===== src/logic/cfgio_regs.svh =====
// register map, field positions, reset values and timing counts of the i/o function block
`ifndef CFGIO_REGS_SVH
`define CFGIO_REGS_SVH

`define CFGIO_ADDR_W          8
`define CFGIO_CLK_MHZ         100
// register offsets (byte addresses)
`define CFGIO_CFG_OFS         8'h00
`define CFGIO_CTRL_OFS        8'h04
`define CFGIO_GAP_OFS         8'h08
`define CFGIO_OUTFN_OFS       8'h0c
`define CFGIO_INFN_OFS        8'h10
`define CFGIO_AREA_OFS        8'h14
`define CFGIO_STATUS_OFS      8'h18
`define CFGIO_IRQ_STAT_OFS    8'h1c
`define CFGIO_IRQ_CLR_OFS     8'h20
`define CFGIO_IRQ_EN_OFS      8'h24
// CFG fields
`define CFGIO_CFG_RUN_HOLD    0
`define CFGIO_CFG_TRC_HOLD    1
`define CFGIO_CFG_MAINS_60    2
// CTRL fields
`define CFGIO_CTRL_RUN        0
// INFN fields
`define CFGIO_INFN_SEL_LSB    0
`define CFGIO_INFN_MASK_LSB   4
`define CFGIO_INFN_RUNIDX_LSB 8
`define CFGIO_INFN_ILKIDX_LSB 10
// reset values
`define CFGIO_RUN_HOLD_RST    1'b1
`define CFGIO_TRC_HOLD_RST    1'b1
`define CFGIO_MAINS_60_RST    1'b0
`define CFGIO_GAP_RST         8'h00
`define CFGIO_OUTFN_RST       16'h0000
`define CFGIO_INFN_SEL_RST    2'h0
`define CFGIO_INFN_MASK_RST   3'h7
`define CFGIO_RUNIDX_RST      2'h0
`define CFGIO_ILKIDX_RST      2'h1
// input function codes
`define CFGIO_INFN_NONE       2'h0
`define CFGIO_INFN_AREA8      2'h1
`define CFGIO_INFN_RUN_AREA4  2'h2
`define CFGIO_INFN_RUN_ILK2   2'h3
// output function code ceiling
`define CFGIO_OUTFN_MAX       4'h8
// interrupt bits
`define CFGIO_IRQ_RISE        0
`define CFGIO_IRQ_RUN         1
`define CFGIO_IRQ_AREA        2
`define CFGIO_IRQ_ILK         3
// timing
`define CFGIO_GAP_UNIT_US     1000
`define CFGIO_SETTLE_NS       10000
`define CFGIO_SETTLE_CYC      ((`CFGIO_SETTLE_NS * `CFGIO_CLK_MHZ + 999) / 1000)

`endif


===== src/logic/cfgio_pkg.sv =====
// types of the i/o function block
`default_nettype none
package cfgio_pkg;
    typedef enum logic {
        CFGIO_GAP_PERMIT,
        CFGIO_GAP_WAIT
    } cfgio_gap_state_t;

    typedef struct packed {
        logic                   started;
        logic                   reduced;
        logic                   run_hold;
        logic                   trc_hold;
        logic                   mains_60;
        logic [7:0]             gap_ms;
        logic [15:0]            out_fn;
        logic [1:0]             in_fn;
        logic [2:0]             in_mask;
        logic [1:0]             run_idx;
        logic [1:0]             ilk_idx;
        logic [2:0]             sw_area;
        logic                   run;
        logic                   rise_flag;
        logic [3:0]             area;
        logic [2:0]             contact;
        logic [2:0][9:0]        db_cnt;
        logic                   ilk_q;
        logic                   ilk_pulse;
        cfgio_gap_state_t       gap_state;
        logic [7:0]             gap_left;
        logic [16:0]            ms_cnt;
        logic [3:0]             alarm_out;
        logic [3:0]             irq_stat;
        logic [3:0]             irq_en;
        logic                   irq;
        logic [31:0]            rdata;
    } cfgio_state_t;
endpackage : cfgio_pkg
`default_nettype wire


===== src/logic/cfgio_core.sv =====
// configuration and digital i/o function logic of the control module
//
// Local design decisions: the placing of the registers and the strobed register port.
`default_nettype none
`include "cfgio_regs.svh"

// Behaviour
// [RULE1] hold set: restore pre-power-loss run state
// [RULE2] hold clear: always start stopped
// [RULE3] completion flag kept or cleared by hold
// [RULE4] mains setting: 0 is 50 Hz, 1 is 60 Hz
// [RULE5] receive-to-send gap 0..255 ms, default 0
// [RULE6] output carries source chosen by code 0..8
// [RULE7] reduced variant: outputs 3 and 4 ignored
// [RULE8] input function: none, 8, run+4, run+ilk+2
// [RULE9] three-bit input use mask, default 7
// [RULE10] area is one plus binary contact value
// [RULE11] sequencer allows for contact settle delay
// [RULE12] mode 2/3 contact mapping is configurable
module cfgio_core #(
    parameter int unsigned MS_CYCLES = `CFGIO_GAP_UNIT_US * `CFGIO_CLK_MHZ
) (
    input  wire logic                     ref_clk_in,
    input  wire logic                     reset_n_in,
    input  wire logic [`CFGIO_ADDR_W-1:0] addr_in,
    input  wire logic [31:0]              wdata_in,
    input  wire logic                     wr_in,
    input  wire logic                     rd_in,
    output logic      [31:0]              rdata_out,
    input  wire logic                     retained_run_in,
    input  wire logic                     reduced_variant_in,
    input  wire logic                     pv_in_range_in,
    input  wire logic                     rise_restart_in,
    input  wire logic                     alarm1_in,
    input  wire logic                     alarm2_in,
    input  wire logic                     burnout_in,
    input  wire logic                     heater_break_alarm_in,
    input  wire logic                     ai_alarm1_in,
    input  wire logic                     ai_alarm2_in,
    input  wire logic                     loop_break_alarm_in,
    input  wire logic                     contact_input_1_in,
    input  wire logic                     contact_input_2_in,
    input  wire logic                     contact_input_3_in,
    input  wire logic                     rx_end_in,
    output logic                          tx_permit_out,
    output logic                          run_state_out,
    output logic                          rise_complete_out,
    output logic                          mains_60hz_out,
    output logic      [3:0]               memory_area_out,
    output logic                          interlock_release_out,
    output logic                          alarm_output_1_out,
    output logic                          alarm_output_2_out,
    output logic                          alarm_output_3_out,
    output logic                          alarm_output_4_out,
    output logic                          irq_out
);
    localparam logic [9:0]  SETTLE_LAST = 10'(`CFGIO_SETTLE_CYC - 1);
    localparam logic [16:0] MS_LAST     = 17'(MS_CYCLES - 1);

    cfgio_pkg::cfgio_state_t r;
    cfgio_pkg::cfgio_state_t n;

    logic [2:0] raw;
    logic [3:0] cv;
    logic [8:0] src;
    logic [3:0] fn;
    logic [1:0] a_lo;
    logic [1:0] a_hi;
    logic [1:0] rest;
    logic [3:0] ev;
    logic       wr_cfg;

    always_comb begin
        n = r;
        ev = 4'h0;
        fn = 4'h0;
        wr_cfg = wr_in;
        n.started = 1'b1;
        // straps caught in the first cycle after release, never under the async reset
        if (!r.started) begin
            n.reduced = reduced_variant_in;
            n.run = r.run_hold ? retained_run_in : 1'b0; // [RULE1] [RULE2]
        end

        // register writes
        if (wr_cfg) begin
            case (addr_in)
                `CFGIO_CFG_OFS: begin
                    n.run_hold = wdata_in[`CFGIO_CFG_RUN_HOLD];
                    n.trc_hold = wdata_in[`CFGIO_CFG_TRC_HOLD];
                    n.mains_60 = wdata_in[`CFGIO_CFG_MAINS_60]; // [RULE4]
                end
                `CFGIO_GAP_OFS:   n.gap_ms = wdata_in[7:0];
                `CFGIO_OUTFN_OFS: n.out_fn = wdata_in[15:0];
                `CFGIO_INFN_OFS: begin
                    n.in_fn   = wdata_in[`CFGIO_INFN_SEL_LSB +: 2];
                    n.in_mask = wdata_in[`CFGIO_INFN_MASK_LSB +: 3];
                    n.run_idx = wdata_in[`CFGIO_INFN_RUNIDX_LSB +: 2];
                    n.ilk_idx = wdata_in[`CFGIO_INFN_ILKIDX_LSB +: 2];
                end
                `CFGIO_AREA_OFS:    n.sw_area = wdata_in[2:0];
                `CFGIO_IRQ_EN_OFS:  n.irq_en = wdata_in[3:0];
                default: ;
            endcase
        end

        // unused inputs read as open before settling
        raw = {contact_input_3_in, contact_input_2_in, contact_input_1_in} & r.in_mask; // [RULE9]
        // contacts must hold a new level for the settle time before they act
        for (int i = 0; i < 3; i++) begin
            if (raw[i] == r.contact[i]) begin
                n.db_cnt[i] = 10'h000;
            end else if (r.db_cnt[i] == SETTLE_LAST) begin
                n.db_cnt[i] = 10'h000;
                n.contact[i] = raw[i]; // [RULE11]
            end else begin
                n.db_cnt[i] = r.db_cnt[i] + 10'h001;
            end
        end
        cv = {1'b0, r.contact & r.in_mask}; // [RULE9]

        // contacts not used for run or interlock carry area bits, low index first
        a_lo = (r.run_idx == 2'h0) ? 2'h1 : 2'h0; // [RULE12]
        a_hi = (r.run_idx == 2'h2) ? 2'h1 : 2'h2; // [RULE12]
        rest = 2'h3 - r.run_idx - r.ilk_idx;       // [RULE12]

        case (r.in_fn) // [RULE8]
            `CFGIO_INFN_AREA8: begin
                n.area = 4'h1 + {1'b0, cv[2:0]}; // [RULE10]
            end
            `CFGIO_INFN_RUN_AREA4: begin
                n.area = 4'h1 + {2'b00, cv[a_hi], cv[a_lo]};
                if (r.started) begin
                    n.run = cv[r.run_idx];
                end
            end
            `CFGIO_INFN_RUN_ILK2: begin
                n.area = 4'h1 + {3'b000, cv[rest]};
                if (r.started) begin
                    n.run = cv[r.run_idx];
                end
            end
            default: begin
                n.area = 4'h1 + {1'b0, r.sw_area};
            end
        endcase
        // software run control only where contacts do not own it
        if (wr_cfg && addr_in == `CFGIO_CTRL_OFS && r.started && !r.in_fn[1]) begin
            n.run = wdata_in[`CFGIO_CTRL_RUN];
        end
        n.ilk_q = cv[r.ilk_idx];
        n.ilk_pulse = (r.in_fn == `CFGIO_INFN_RUN_ILK2) && cv[r.ilk_idx] && !r.ilk_q; // [RULE12]

        // completion flag; restart begins a new rise
        if (rise_restart_in) begin
            n.rise_flag = 1'b0;
        end else if (pv_in_range_in) begin
            n.rise_flag = 1'b1;
        end else if (!r.trc_hold) begin
            n.rise_flag = 1'b0; // [RULE3]
        end

        // alarm output routing; codes above 8 drive nothing
        src = {loop_break_alarm_in, ai_alarm2_in, ai_alarm1_in, r.rise_flag,
               heater_break_alarm_in, burnout_in, alarm2_in, alarm1_in, 1'b0};
        for (int i = 0; i < 4; i++) begin
            fn = r.out_fn[4*i +: 4];
            n.alarm_out[i] = (fn <= `CFGIO_OUTFN_MAX) ? src[fn] : 1'b0; // [RULE6]
            if (i >= 2 && r.reduced) begin
                n.alarm_out[i] = 1'b0; // [RULE7]
            end
        end

        // turnaround gap after each received frame, counted in whole ms
        case (r.gap_state)
            cfgio_pkg::CFGIO_GAP_PERMIT: begin
                if (rx_end_in && r.gap_ms != 8'h00) begin
                    n.gap_state = cfgio_pkg::CFGIO_GAP_WAIT; // [RULE5]
                    n.gap_left = r.gap_ms;
                    n.ms_cnt = 17'h00000;
                end
            end
            cfgio_pkg::CFGIO_GAP_WAIT: begin
                if (rx_end_in) begin
                    n.gap_left = r.gap_ms; // a new frame restarts the gap
                    n.ms_cnt = 17'h00000;
                end else if (r.ms_cnt == MS_LAST) begin
                    n.ms_cnt = 17'h00000;
                    n.gap_left = r.gap_left - 8'h01;
                    if (r.gap_left == 8'h01) begin
                        n.gap_state = cfgio_pkg::CFGIO_GAP_PERMIT; // [RULE5]
                    end
                end else begin
                    n.ms_cnt = r.ms_cnt + 17'h00001;
                end
            end
            default: n.gap_state = cfgio_pkg::CFGIO_GAP_PERMIT;
        endcase

        // interrupt events; a set in the clear cycle wins
        ev[`CFGIO_IRQ_RISE] = n.rise_flag && !r.rise_flag;
        ev[`CFGIO_IRQ_RUN]  = r.started && (n.run != r.run);
        ev[`CFGIO_IRQ_AREA] = r.started && (n.area != r.area);
        ev[`CFGIO_IRQ_ILK]  = n.ilk_pulse;
        n.irq_stat = r.irq_stat;
        if (wr_cfg && addr_in == `CFGIO_IRQ_CLR_OFS) begin
            n.irq_stat = r.irq_stat & ~wdata_in[3:0];
        end
        n.irq_stat = n.irq_stat | ev;
        n.irq = |(n.irq_stat & n.irq_en);

        // read data stands only in the cycle after the strobe
        n.rdata = 32'h0000_0000;
        if (rd_in) begin
            case (addr_in)
                `CFGIO_CFG_OFS:      n.rdata = {29'h0, r.mains_60, r.trc_hold, r.run_hold};
                `CFGIO_CTRL_OFS:     n.rdata = {31'h0, r.run};
                `CFGIO_GAP_OFS:      n.rdata = {24'h0, r.gap_ms};
                `CFGIO_OUTFN_OFS:    n.rdata = {16'h0, r.out_fn};
                `CFGIO_INFN_OFS:     n.rdata = {20'h0, r.ilk_idx, r.run_idx, 1'b0, r.in_mask, 2'h0, r.in_fn};
                `CFGIO_AREA_OFS:     n.rdata = {29'h0, r.sw_area};
                `CFGIO_STATUS_OFS:   n.rdata = {19'h0, r.gap_state == cfgio_pkg::CFGIO_GAP_PERMIT, r.reduced,
                                                r.contact, r.area, 2'h0, r.rise_flag, r.run};
                `CFGIO_IRQ_STAT_OFS: n.rdata = {28'h0, r.irq_stat};
                `CFGIO_IRQ_EN_OFS:   n.rdata = {28'h0, r.irq_en};
                default:             n.rdata = 32'h0000_0000;
            endcase
        end
    end

    always_ff @(posedge ref_clk_in or negedge reset_n_in) begin
        if (!reset_n_in) begin
            r <= '0;
            r.run_hold <= `CFGIO_RUN_HOLD_RST;
            r.trc_hold <= `CFGIO_TRC_HOLD_RST;
            r.mains_60 <= `CFGIO_MAINS_60_RST;
            r.gap_ms <= `CFGIO_GAP_RST;
            r.out_fn <= `CFGIO_OUTFN_RST;
            r.in_fn <= `CFGIO_INFN_SEL_RST;
            r.in_mask <= `CFGIO_INFN_MASK_RST;
            r.run_idx <= `CFGIO_RUNIDX_RST;
            r.ilk_idx <= `CFGIO_ILKIDX_RST;
            r.area <= 4'h1;
            r.gap_state <= cfgio_pkg::CFGIO_GAP_PERMIT;
        end else begin
            r <= n;
        end
    end

    assign rdata_out             = r.rdata;
    assign tx_permit_out         = (r.gap_state == cfgio_pkg::CFGIO_GAP_PERMIT);
    assign run_state_out         = r.run;
    assign rise_complete_out     = r.rise_flag;
    assign mains_60hz_out        = r.mains_60;
    assign memory_area_out       = r.area;
    assign interlock_release_out = r.ilk_pulse;
    assign alarm_output_1_out    = r.alarm_out[0];
    assign alarm_output_2_out    = r.alarm_out[1];
    assign alarm_output_3_out    = r.alarm_out[2];
    assign alarm_output_4_out    = r.alarm_out[3];
    assign irq_out               = r.irq;
endmodule // cfgio_core
`default_nettype wire


===== config.mk =====
export PLATFORM = sky130hd
export DESIGN_NAME = cfgio_core
export DESIGN_NICKNAME = d
export VERILOG_FILES = /design/src/logic/cfgio_pkg.sv /design/src/logic/cfgio_core.sv
export VERILOG_INCLUDE_DIRS = /design/src /design/src/logic
export SDC_FILE = /design/constraint.sdc
export NUM_CORES = 1
export LEC_CHECK = 0
export BUFFER_PORTS_ARGS = -buffer_cell sky130_fd_sc_hd__buf_4
export CAP_MARGIN = 25
export CORE_MARGIN = 2
export CORE_UTILIZATION = 50
export CTS_BUF_LIST = sky130_fd_sc_hd__clkbuf_16
export CTS_CLUSTER_DIAMETER = 100
export DETAILED_ROUTE_END_ITERATION = 12
export GPL_ROUTABILITY_DRIVEN = 0
export GPL_TIMING_DRIVEN = 0
export PLACE_DENSITY = 0.8
export REMOVE_ABC_BUFFERS = 1
export SYNTH_ARGS = -nofsm -noshare
export SYNTH_HDL_FRONTEND = slang
export SYNTH_SLANG_ARGS = --single-unit

===== constraint.sdc =====
create_clock -name ref_clk_in -period 3.3 [get_ports ref_clk_in]
set_input_delay 0.165 -clock ref_clk_in [delete_from_list [all_inputs] [get_ports ref_clk_in]]
set_output_delay 0.165 -clock ref_clk_in [all_outputs]
set_load 0.03 [all_outputs]

# Yosys cells after proc, flatten, opt, wreduce, memory -nomap -nowiden
# Index checks and enable logic that the tools add are counted.
[totals]
register_bits = 153
input_bits = 59
out_inout_bits = 46
[op_classes]
addsub = 11
magnitude_cmp = 13
eq_ne = 25
n_mux = 53
bitwise_logic = 10
n_reduce_logical = 27
[op_table]
columns = ["cell", "count"]
rows = [
  ["16-bit one-hot mux with 9 select lines", 1],
  ["10-bit two-way mux", 6],
  ["26-bit one-hot mux with 2 select lines", 1],
  ["8-bit by 5-bit == test with 1-bit output (second input constant)", 4],
  ["10-bit by 1-bit adder with 10-bit output (second input constant)", 3],
  ["10-bit == test (second input constant)", 3],
  ["1-bit two-way mux", 26],
  ["26-bit two-way mux", 1],
  ["25-bit two-way mux", 1],
  ["4-bit by 5-bit < comparator with 1-bit output (second input constant)", 4],
  ["2-bit AND reduction", 9],
  ["17-bit by 1-bit adder with 17-bit output (second input constant)", 1],
  ["17-bit == test (second input constant)", 1],
  ["17-bit two-way mux", 1],
  ["1-bit binary-select mux with 4-bit select", 4],
  ["8-bit by 4-bit == test with 1-bit output (second input constant)", 2],
  ["8-bit by 6-bit == test with 1-bit output (second input constant)", 2],
  ["4-bit less-or-equal comparator (second input constant)", 4],
  ["16-bit two-way mux", 1],
  ["2-bit by 3-bit < comparator with 1-bit output (second input constant)", 4],
  ["4-bit two-way mux", 3],
  ["4-bit one-hot mux with 3 select lines", 1],
  ["1-bit binary-select mux with 2-bit select", 5],
  ["1-bit logical AND", 10],
  ["29 further kinds", 41],
]

# Longest topological paths before layout
# Gate-level depths: netlist (run 1).
[depth]
word_depth = 11
ltp_mapped = 10
depth_no_buf = 10

# Worst setup path before layout (run 1)
# OpenSTA, ideal clock, no wires.
[synth_timing]
kind = "register to register"
startpoint = "reg r[123] (netlist name)"
endpoint = "reg r (netlist bit irq_out)"
setup_time_ns = 0.137
t_arrival_ns = 2.184
path_slack_ns = 0.979
path_stages_with_launch = 10
path_buffers = 0
period_less_slack_ns = 2.321
path_cell_list = "dfrtp_1 -> nor2b_1 -> mux2i_1 -> ha_1 -> xnor2_1 -> o22ai_1 -> a311oi_1 -> o211ai_1 -> a221oi_2 -> o211ai_1"
[synth_rtl]
columns = ["element", "line_no", "rtl"]
rows = [
  ["start: declaration", "cfgio_core.sv:60", "cfgio_pkg::cfgio_state_t r;"],
  ["start signal: assignment", "cfgio_core.sv:246", "r <= n;"],
]

==> out/qor.tcl, run 1 <==
set qor(final_nets) 829
set qor(ys_ff_latch) 137
set qor(syn_to_final_growth_pct) 18.36
set qor(cts_repair_resize_count) 0
set qor(initial_core_util_pct) 51.41
set qor(tcrit_tclk_final_pct) 93.87
set qor(diodes) 0
set qor(synth_cell_area_sq_um) 7163
set qor(gr-total-overflow) 0
set qor(worst-r2r-cell-count) 9
set qor(drc) 0
set qor(layout_cells_sized_above_1_pct) 21.96
set qor(tritoncts_clock_tree) {yes}
set qor(clk_pin_slew_ns) 0.06
set qor(synth_edf_count) 0
set qor(achievable-frequency_mhz) 322.8
set qor(grt_setup_unrepaired) {false}
set qor(p_per_area_nw_per_um2) 569.6
set qor(via_count) 5689
set qor(drt-wirelength-per-cell_um) 18.31
set qor(clock_sink_count) 137
set qor(data_arrival_time_of_the_worst_path_ns) 3.38
set qor(worstMarginPinSlew_ns) 0.9263
set qor(hold_path_depth) 2
set qor(final_hold_viol_count) 0
set qor(worstHoldEndpoint) {r[121]$_DFFE_PN1P_}
set qor(timing.clock.skew_ns) 0.007693
set qor(numCtsBuffers) 17
set qor(antenna_left) 0
set qor(yosysSeqAreaShare_pct) 47.98
set qor(irDropWorstVdd_mv) 0.4168
set qor(regToRegEndpoint) {irq_out$_DFF_PN0_}
set qor(drv.max_cap_violation_count) 0
set qor(routed_wirelength_um) 17460
set qor(hold_path_startpoint) {wdata_in[6]}
set qor(cell_leakage_power_uw) 0.003820
set qor(syn_inst) 692
set qor(design.die.area_sq_um) 15300
set qor(die_w_um) 123.7
set qor(synth-warning-count) 0
set qor(dr.pass1.iters) 7
set qor(hpwl_um) 12240
set qor(first_global_vias) 5688
set qor(detail_route.iter0.violations) 565
set qor(grt_start_max_net_pins) 80
set qor(async_reset_ff_share_pct) 100.0
set qor(cts.root.buffer_cell) {clkbuf_16}
set qor(worstSetupEndpointType) {flip-flop}
set qor(cts_buffer_depth) 2
set qor(hold_class) {in2reg}
set qor(start_kind) {flip-flop}
set qor(synthFlopType) {dfrtp_1}
set qor(setup-tns-final_ns) 0
set qor(postSynthAreaPerCell_sq_um) 10.35
set qor(r2r-start) {r[122]$_DFFE_PN0P_}
set qor(port_buffers) 72
set qor(totalPowerFinal_uw) 4830
set qor(placementRows) 43
set qor(die_y_um) 123.7
set qor(final_period_minus_worst_setup_slack_ns) 3.098
set qor(yosys_cell_types) 66
set qor(core_region_area_sq_um) 13930
set qor(timing.critical_path.required_ns) 3.58
set qor(number_of_antenna_violations_at_the_first_check_in_global_routing) 0
set qor(timing.slew.headroom_pct) 38.12
set qor(critical_path.max_fanout) 14
set qor(setup.worst_path.class) {reg2reg}
set qor(clock_tree.htree_level_count) 4
set qor(setup_viol) 0
set qor(status) {finished, final reports clean}
set qor(ioPinCount) 105
set qor(grt_pass1_wl_um) 28190
set qor(final_max_slew_viol_count) 0
set qor(clock_latency_ns) 0.42
set qor(ff2ff_setup_slack_ns) 0.20
set qor(post_drt_via_cell_ratio) 5.963
set qor(total_routing_usage_gr_pct) 24.07
-- layout make-up --
type                            count  area, sq um
Clock buffer                       17        425.4
Fill cell                        1086         5456
Clock inverter                     15        206.4
Multi-Input combinational cell    496         3367
Sequential cell                   137         3437
Inverter                           18        67.56
Tap cell                          180        225.2
Timing Repair Buffer               91        749.5
-- cell families after synthesis --
family	Yosys count	synth area share [%]
AO/OA/AOI/OAI	133	12.40
XOR/XNOR	43	5.450
adder cells (fa/ha/maj)	9	1.572
buffers and inverters	74	5.851
flip-flops	137	47.98
multiplexers	59	9.729
other	2	0.1048
AND/OR/NAND/NOR	235	16.91
-- state kept, by name (all words and copies together) (netlist names) --
register	flops
fn	4
alarm_output_2_out	1
mains_60hz_out	1
rise_complete_out	1
alarm_output_4_out	1
alarm_output_3_out	1
r	104
alarm_output_1_out	1
run_state_out	1
irq_out	1
rdata_out	16
interlock_release_out	1
memory_area_out	4
-- repair_timing --
action	CTS	global route
hold buffers	15	0
hold endpoints to repair	75	0
setup buffers	0	0
-- worst max-delay path, cell delays in order, from the launching register on --
cell	delay [ns]
dfrtp_1	0.62
nor2b_1	0.35
mux2i_1	0.36
ha_1	0.32
xnor2_1	0.24
o221ai_1	0.16
and4b_1	0.28
o211ai_1	0.12
a221oi_2	0.31
o211ai_1	0.18
-- power breakdown --
part           internal [uW]  total, uW  switching (uW)
Combinational            334        725             391
Sequential              1860       2060             198
Clock                   1330       2040             717
-- layer usage --
metal / GRT usage [%] / vias to the layer above / routed length, um
met4: 10.16 / 0 / 436
met3: 5.266 / 41 / 1107
met1: 30.26 / 2832 / 7067
li1: - / 2580 / -
met2: 40.25 / 236 / 8852
met5: 0 / - / 0
-- Yosys cell counts, types with 6 or more instances --
library cell | number | area share, %
dfrtp_1 | 130 | 45
nor2_1 | 59 | 3.1
nand2_1 | 57 | 3.0
mux2_2 | 45 | 7.1
o21ai_0 | 38 | 2.7
buf_4 | 36 | 3.8
a21oi_1 | 24 | 1.7
xnor2_1 | 24 | 2.9
nand3_1 | 23 | 1.6
and3_1 | 19 | 1.7
inv_1 | 18 | 0.94
xor2_1 | 18 | 2.2
a22oi_1 | 17 | 1.8
clkbuf_1 | 15 | 0.79
nor3_1 | 12 | 0.84
mux2i_1 | 10 | 1.4
ha_1 | 9 | 1.6
and2_1 | 7 | 0.61
dfstp_2 | 7 | 2.6
nand4_1 | 7 | 0.61
nor2b_1 | 7 | 0.61
a222oi_1 | 6 | 0.84
nor4_1 | 6 | 0.52
or3_1 | 6 | 0.52
-- worst max path at each step --
stage	from	end	slack (ns)	cells past startpoint
after detailed placement	r[122]$_DFFE_PN0P_	irq_out$_DFF_PN0_	0.33	9
after global placement	r[145]$_DFFE_PN0P_	r[68]$_DFFE_PN0P_	0.40	6
final	r[122]$_DFFE_PN0P_	irq_out$_DFF_PN0_	0.20	9
after CTS	r[122]$_DFFE_PN0P_	irq_out$_DFF_PN0_	0.24	9
after floorplan	r[123]$_DFFE_PN0P_	irq_out$_DFF_PN0_	0.88	9
after global routing	r[122]$_DFFE_PN0P_	irq_out$_DFF_PN0_	0.06	9
-- cells in the final DEF, fill, tap and decap left out, drive strengths merged, types with 6 or more instances in the layout --
cell type	Yosys	layout
inv	18	18
a22oi	17	17
or3	6	6
o21ai	38	38
dfrtp	130	130
xnor2	24	24
a21oi	24	24
buf	41	76
clkbuf	15	17
nand3	23	23
dlygate4sd3	0	15
and2	8	8
clkinv	0	7
nor3	13	13
a222oi	6	6
nand2	58	58
and3	19	19
xor2	18	18
dfstp	7	7
nor4	7	7
ha	9	9
nor2b	7	7
conb	2	17
nand4	7	7
mux2i	10	10
nor2	59	59
mux2	45	45
nor4b	7	7
-- metrics by stage --
stage | utilization, % | setup slack [ns] | hold slack (ns) | cells | area (sq um)
finish | 60.84 | 0.2023 | 0.02017 | 954 | 8478
global route | 60.84 | 0.06444 | 0.02158 | 954 | 8478
CTS | 60.84 | 0.2363 | 0.002743 | 954 | 8478
detailed placement | 55.23 | 0.3337 | 0.1729 | 907 | 7696
global placement | 54.78 | 0.3980 | 0.3377 | 903 | 7634
floorplan | - | 0.8790 | -0.1306 | 651 | 6868
Power figures use the tool's default switching activity.
==> run 2: changes to the inputs <==
--- a/config.mk
+++ b/config.mk
@@ -6,9 +6,9 @@
 export SDC_FILE = /design/constraint.sdc
 export NUM_CORES = 1
 export LEC_CHECK = 0
+export ABC_CLOCK_PERIOD_IN_PS = 3300
 export BUFFER_PORTS_ARGS = -buffer_cell sky130_fd_sc_hd__buf_4
 export CAP_MARGIN = 25
-export CORE_MARGIN = 2
 export CORE_UTILIZATION = 50
 export CTS_BUF_LIST = sky130_fd_sc_hd__clkbuf_16
 export CTS_CLUSTER_DIAMETER = 100
==> constraint.sdc (replaced) <==
create_clock -name ref_clk_in -period 3.3 [get_ports ref_clk_in]
set_input_delay 0.66 -clock ref_clk_in [delete_from_list [all_inputs] [get_ports ref_clk_in]]
set_output_delay 0.66 -clock ref_clk_in [all_outputs]
set_load 0.03 [all_outputs]
==> run 2 against run 1 <==
Core utilization down 1.7 points. Clock power down 13%. Routed wire length shrank 1.3%. Critical endpoint unchanged. Clock skew shrank 0.0018 ns. Combinational power fell by 2%. Global-route usage increased by 0.75 points. Non-clock buffer count down 15. Via count fell by 0.63%. Cell area down 2.8%. Largest cell class unchanged. First-iteration DRC count rose by 18%.
==> out/qor.tcl, run 2 (same netlist as run 1, synthesis figures left out) <==
set qor(grt_start_max_net_pins) 74
set qor(pre_cts_slack_ns) 0.2744
set qor(setup_viol) 0
set qor(via_count) 5653
set qor(placementRows) 43
set qor(irDropWorstVdd_mv) 0.3520
set qor(achievable-frequency_mhz) 334.3
set qor(clk_pin_slew_ns) 0.06
set qor(timing.slew.headroom_pct) 39.02
set qor(p_per_area_nw_per_um2) 551.6
set qor(worst-r2r-cell-count) 9
set qor(final_hold_viol_count) 0
set qor(syn_to_final_growth_pct) 15.02
set qor(antenna_left) 0
set qor(core_region_area_sq_um) 13930
set qor(fin_ws_ns) 0.3090
set qor(post_drt_via_cell_ratio) 6.027
set qor(final_nets) 814
set qor(hold_class) {in2async}
set qor(setup.worst_path.class) {reg2reg}
set qor(routed_wirelength_um) 17230
set qor(start_kind) {flip-flop}
set qor(port_buffers) 72
set qor(ff_latch_area_sq_um) 3437
set qor(cell_leakage_power_uw) 0.003730
set qor(holdBufCountCts) 0
set qor(final_period_minus_worst_setup_slack_ns) 2.991
set qor(ioPinCount) 105
set qor(timing.critical_path.required_ns) 3.59
set qor(fill_count) 1112
set qor(r2r-start) {r[122]$_DFFE_PN0P_}
set qor(die_w_um) 121.7
set qor(mostFrequentLayoutCell) {dfrtp_1}
set qor(clock_latency_ns) 0.42
set qor(first_global_vias) 5679
set qor(number_of_antenna_violations_at_the_first_check_in_global_routing) 0
set qor(total_routing_usage_gr_pct) 24.83
set qor(regToRegEndpoint) {irq_out$_DFF_PN0_}
set qor(grt_setup_unrepaired) {false}
set qor(postCtsSetupBuffers) 0
set qor(cts_repair_resize_count) 0
set qor(worstSetupEndpointType) {flip-flop}
set qor(tritoncts_clock_tree) {yes}
set qor(fin_util_pct) 59.13
set qor(dr.pass1.iters) 7
set qor(data_arrival_time_of_the_worst_path_ns) 3.28
set qor(grt_pass1_wl_um) 28020
set qor(drv.max_cap_violation_count) 0
set qor(drc) 0
set qor(design.die.area_sq_um) 14810
set qor(multiInputGateArea_sq_um) 3367
set qor(status) {finished, final reports clean}
set qor(timing.clock.skew_ns) 0.005857
set qor(critical_path.max_fanout) 14
set qor(gr-total-overflow) 0
set qor(crit_path_end) {irq_out$_DFF_PN0_}
set qor(cts.root.buffer_cell) {clkbuf_16}
set qor(diodes) 0
set qor(most_used_cells_in_the_layout_excluding_fill_and_tap_cells) {dfrtp_1, buf_4, nor2_1, nand2_1, mux2_2}
set qor(worstMarginPinSlew_ns) 0.9128
set qor(tcrit_tclk_final_pct) 90.64
set qor(setup.worst_path.start) {r[122]$_DFFE_PN0P_}
set qor(setup-tns-final_ns) 0
set qor(largest_register_ffs) 104
set qor(clock_sink_count) 137
set qor(final_max_slew_viol_count) 0
set qor(detail_route.iter0.violations) 668
set qor(cts_buffer_depth) 2
set qor(drt-wirelength-per-cell_um) 18.37
set qor(die_y_um) 121.7
set qor(largest-register) {r}
set qor(initial_core_util_pct) 51.41
set qor(layout_cells_sized_above_1_pct) 21.90
set qor(hpwl_um) 12100
set qor(numCtsBuffers) 17
set qor(ff2ff_setup_slack_ns) 0.31
set qor(clock_tree.htree_level_count) 4
==> run 2: per-layer routing <==
layer,track usage (%),part of all wire [%],wire length (um)
met1,31.10,41,7019
met5,0,0,0
met4,11.50,3.0,522
met3,5.852,6.5,1121
met2,40.70,50,8569
==> run 2: layout make-up <==
class,instances,share of cell area [%]
Tap cell,180,2.733
Sequential cell,137,41.72
Clock inverter,14,1.397
Multi-Input combinational cell,496,40.87
Clock buffer,17,5.163
Timing Repair Buffer,76,7.304
Inverter,18,0.8200
==> run 2: worst max-delay path: stages (launching register included) <==
cell and delay [ns]:
dfrtp_1 0.59, nor2b_1 0.33, mux2i_1 0.35, ha_1 0.31, xnor2_1 0.23, o22ai_1 0.12
a311oi_1 0.29, o211ai_1 0.16, a221oi_2 0.31, o211ai_1 0.16
==> run 2: worst min path at each step <==
stage | cells after the start | from | slack (ns) | end
floorplan | 0 | reset_n_in | 0.36 | alarm_output_1_out$_DFF_PN0_
global placement | 1 | r[93]$_DFF_PN0_ | 0.44 | r[93]$_DFF_PN0_
detailed placement | 1 | r[93]$_DFF_PN0_ | 0.45 | r[93]$_DFF_PN0_
CTS | 1 | reset_n_in | 0.25 | rdata_out[5]$_DFF_PN0_
global route | 1 | reset_n_in | 0.27 | rdata_out[5]$_DFF_PN0_
finish | 1 | reset_n_in | 0.23 | rdata_out[5]$_DFF_PN0_
==> run 2: power by group <==
group          internal, uW  switching, uW  leakage [uW]  total, uW
Clock                  1080            686      0.000272       1770
Combinational           324            386       0.00167        710
Sequential             1860            203       0.00179       2070
Total                  3270           1270       0.00373       4540
==> run 2: through the flow <==
stage               area (sq um)  total power (uW)  hold WS, ns  cells
finish                      8239              4544       0.2282    938
global route                8239              4740       0.2737    938
CTS                         8239              4561       0.2506    938
detailed placement          7699              2792       0.4507    907
global placement            7634              2732       0.4447    903
floorplan                   6868              2527       0.3644    651
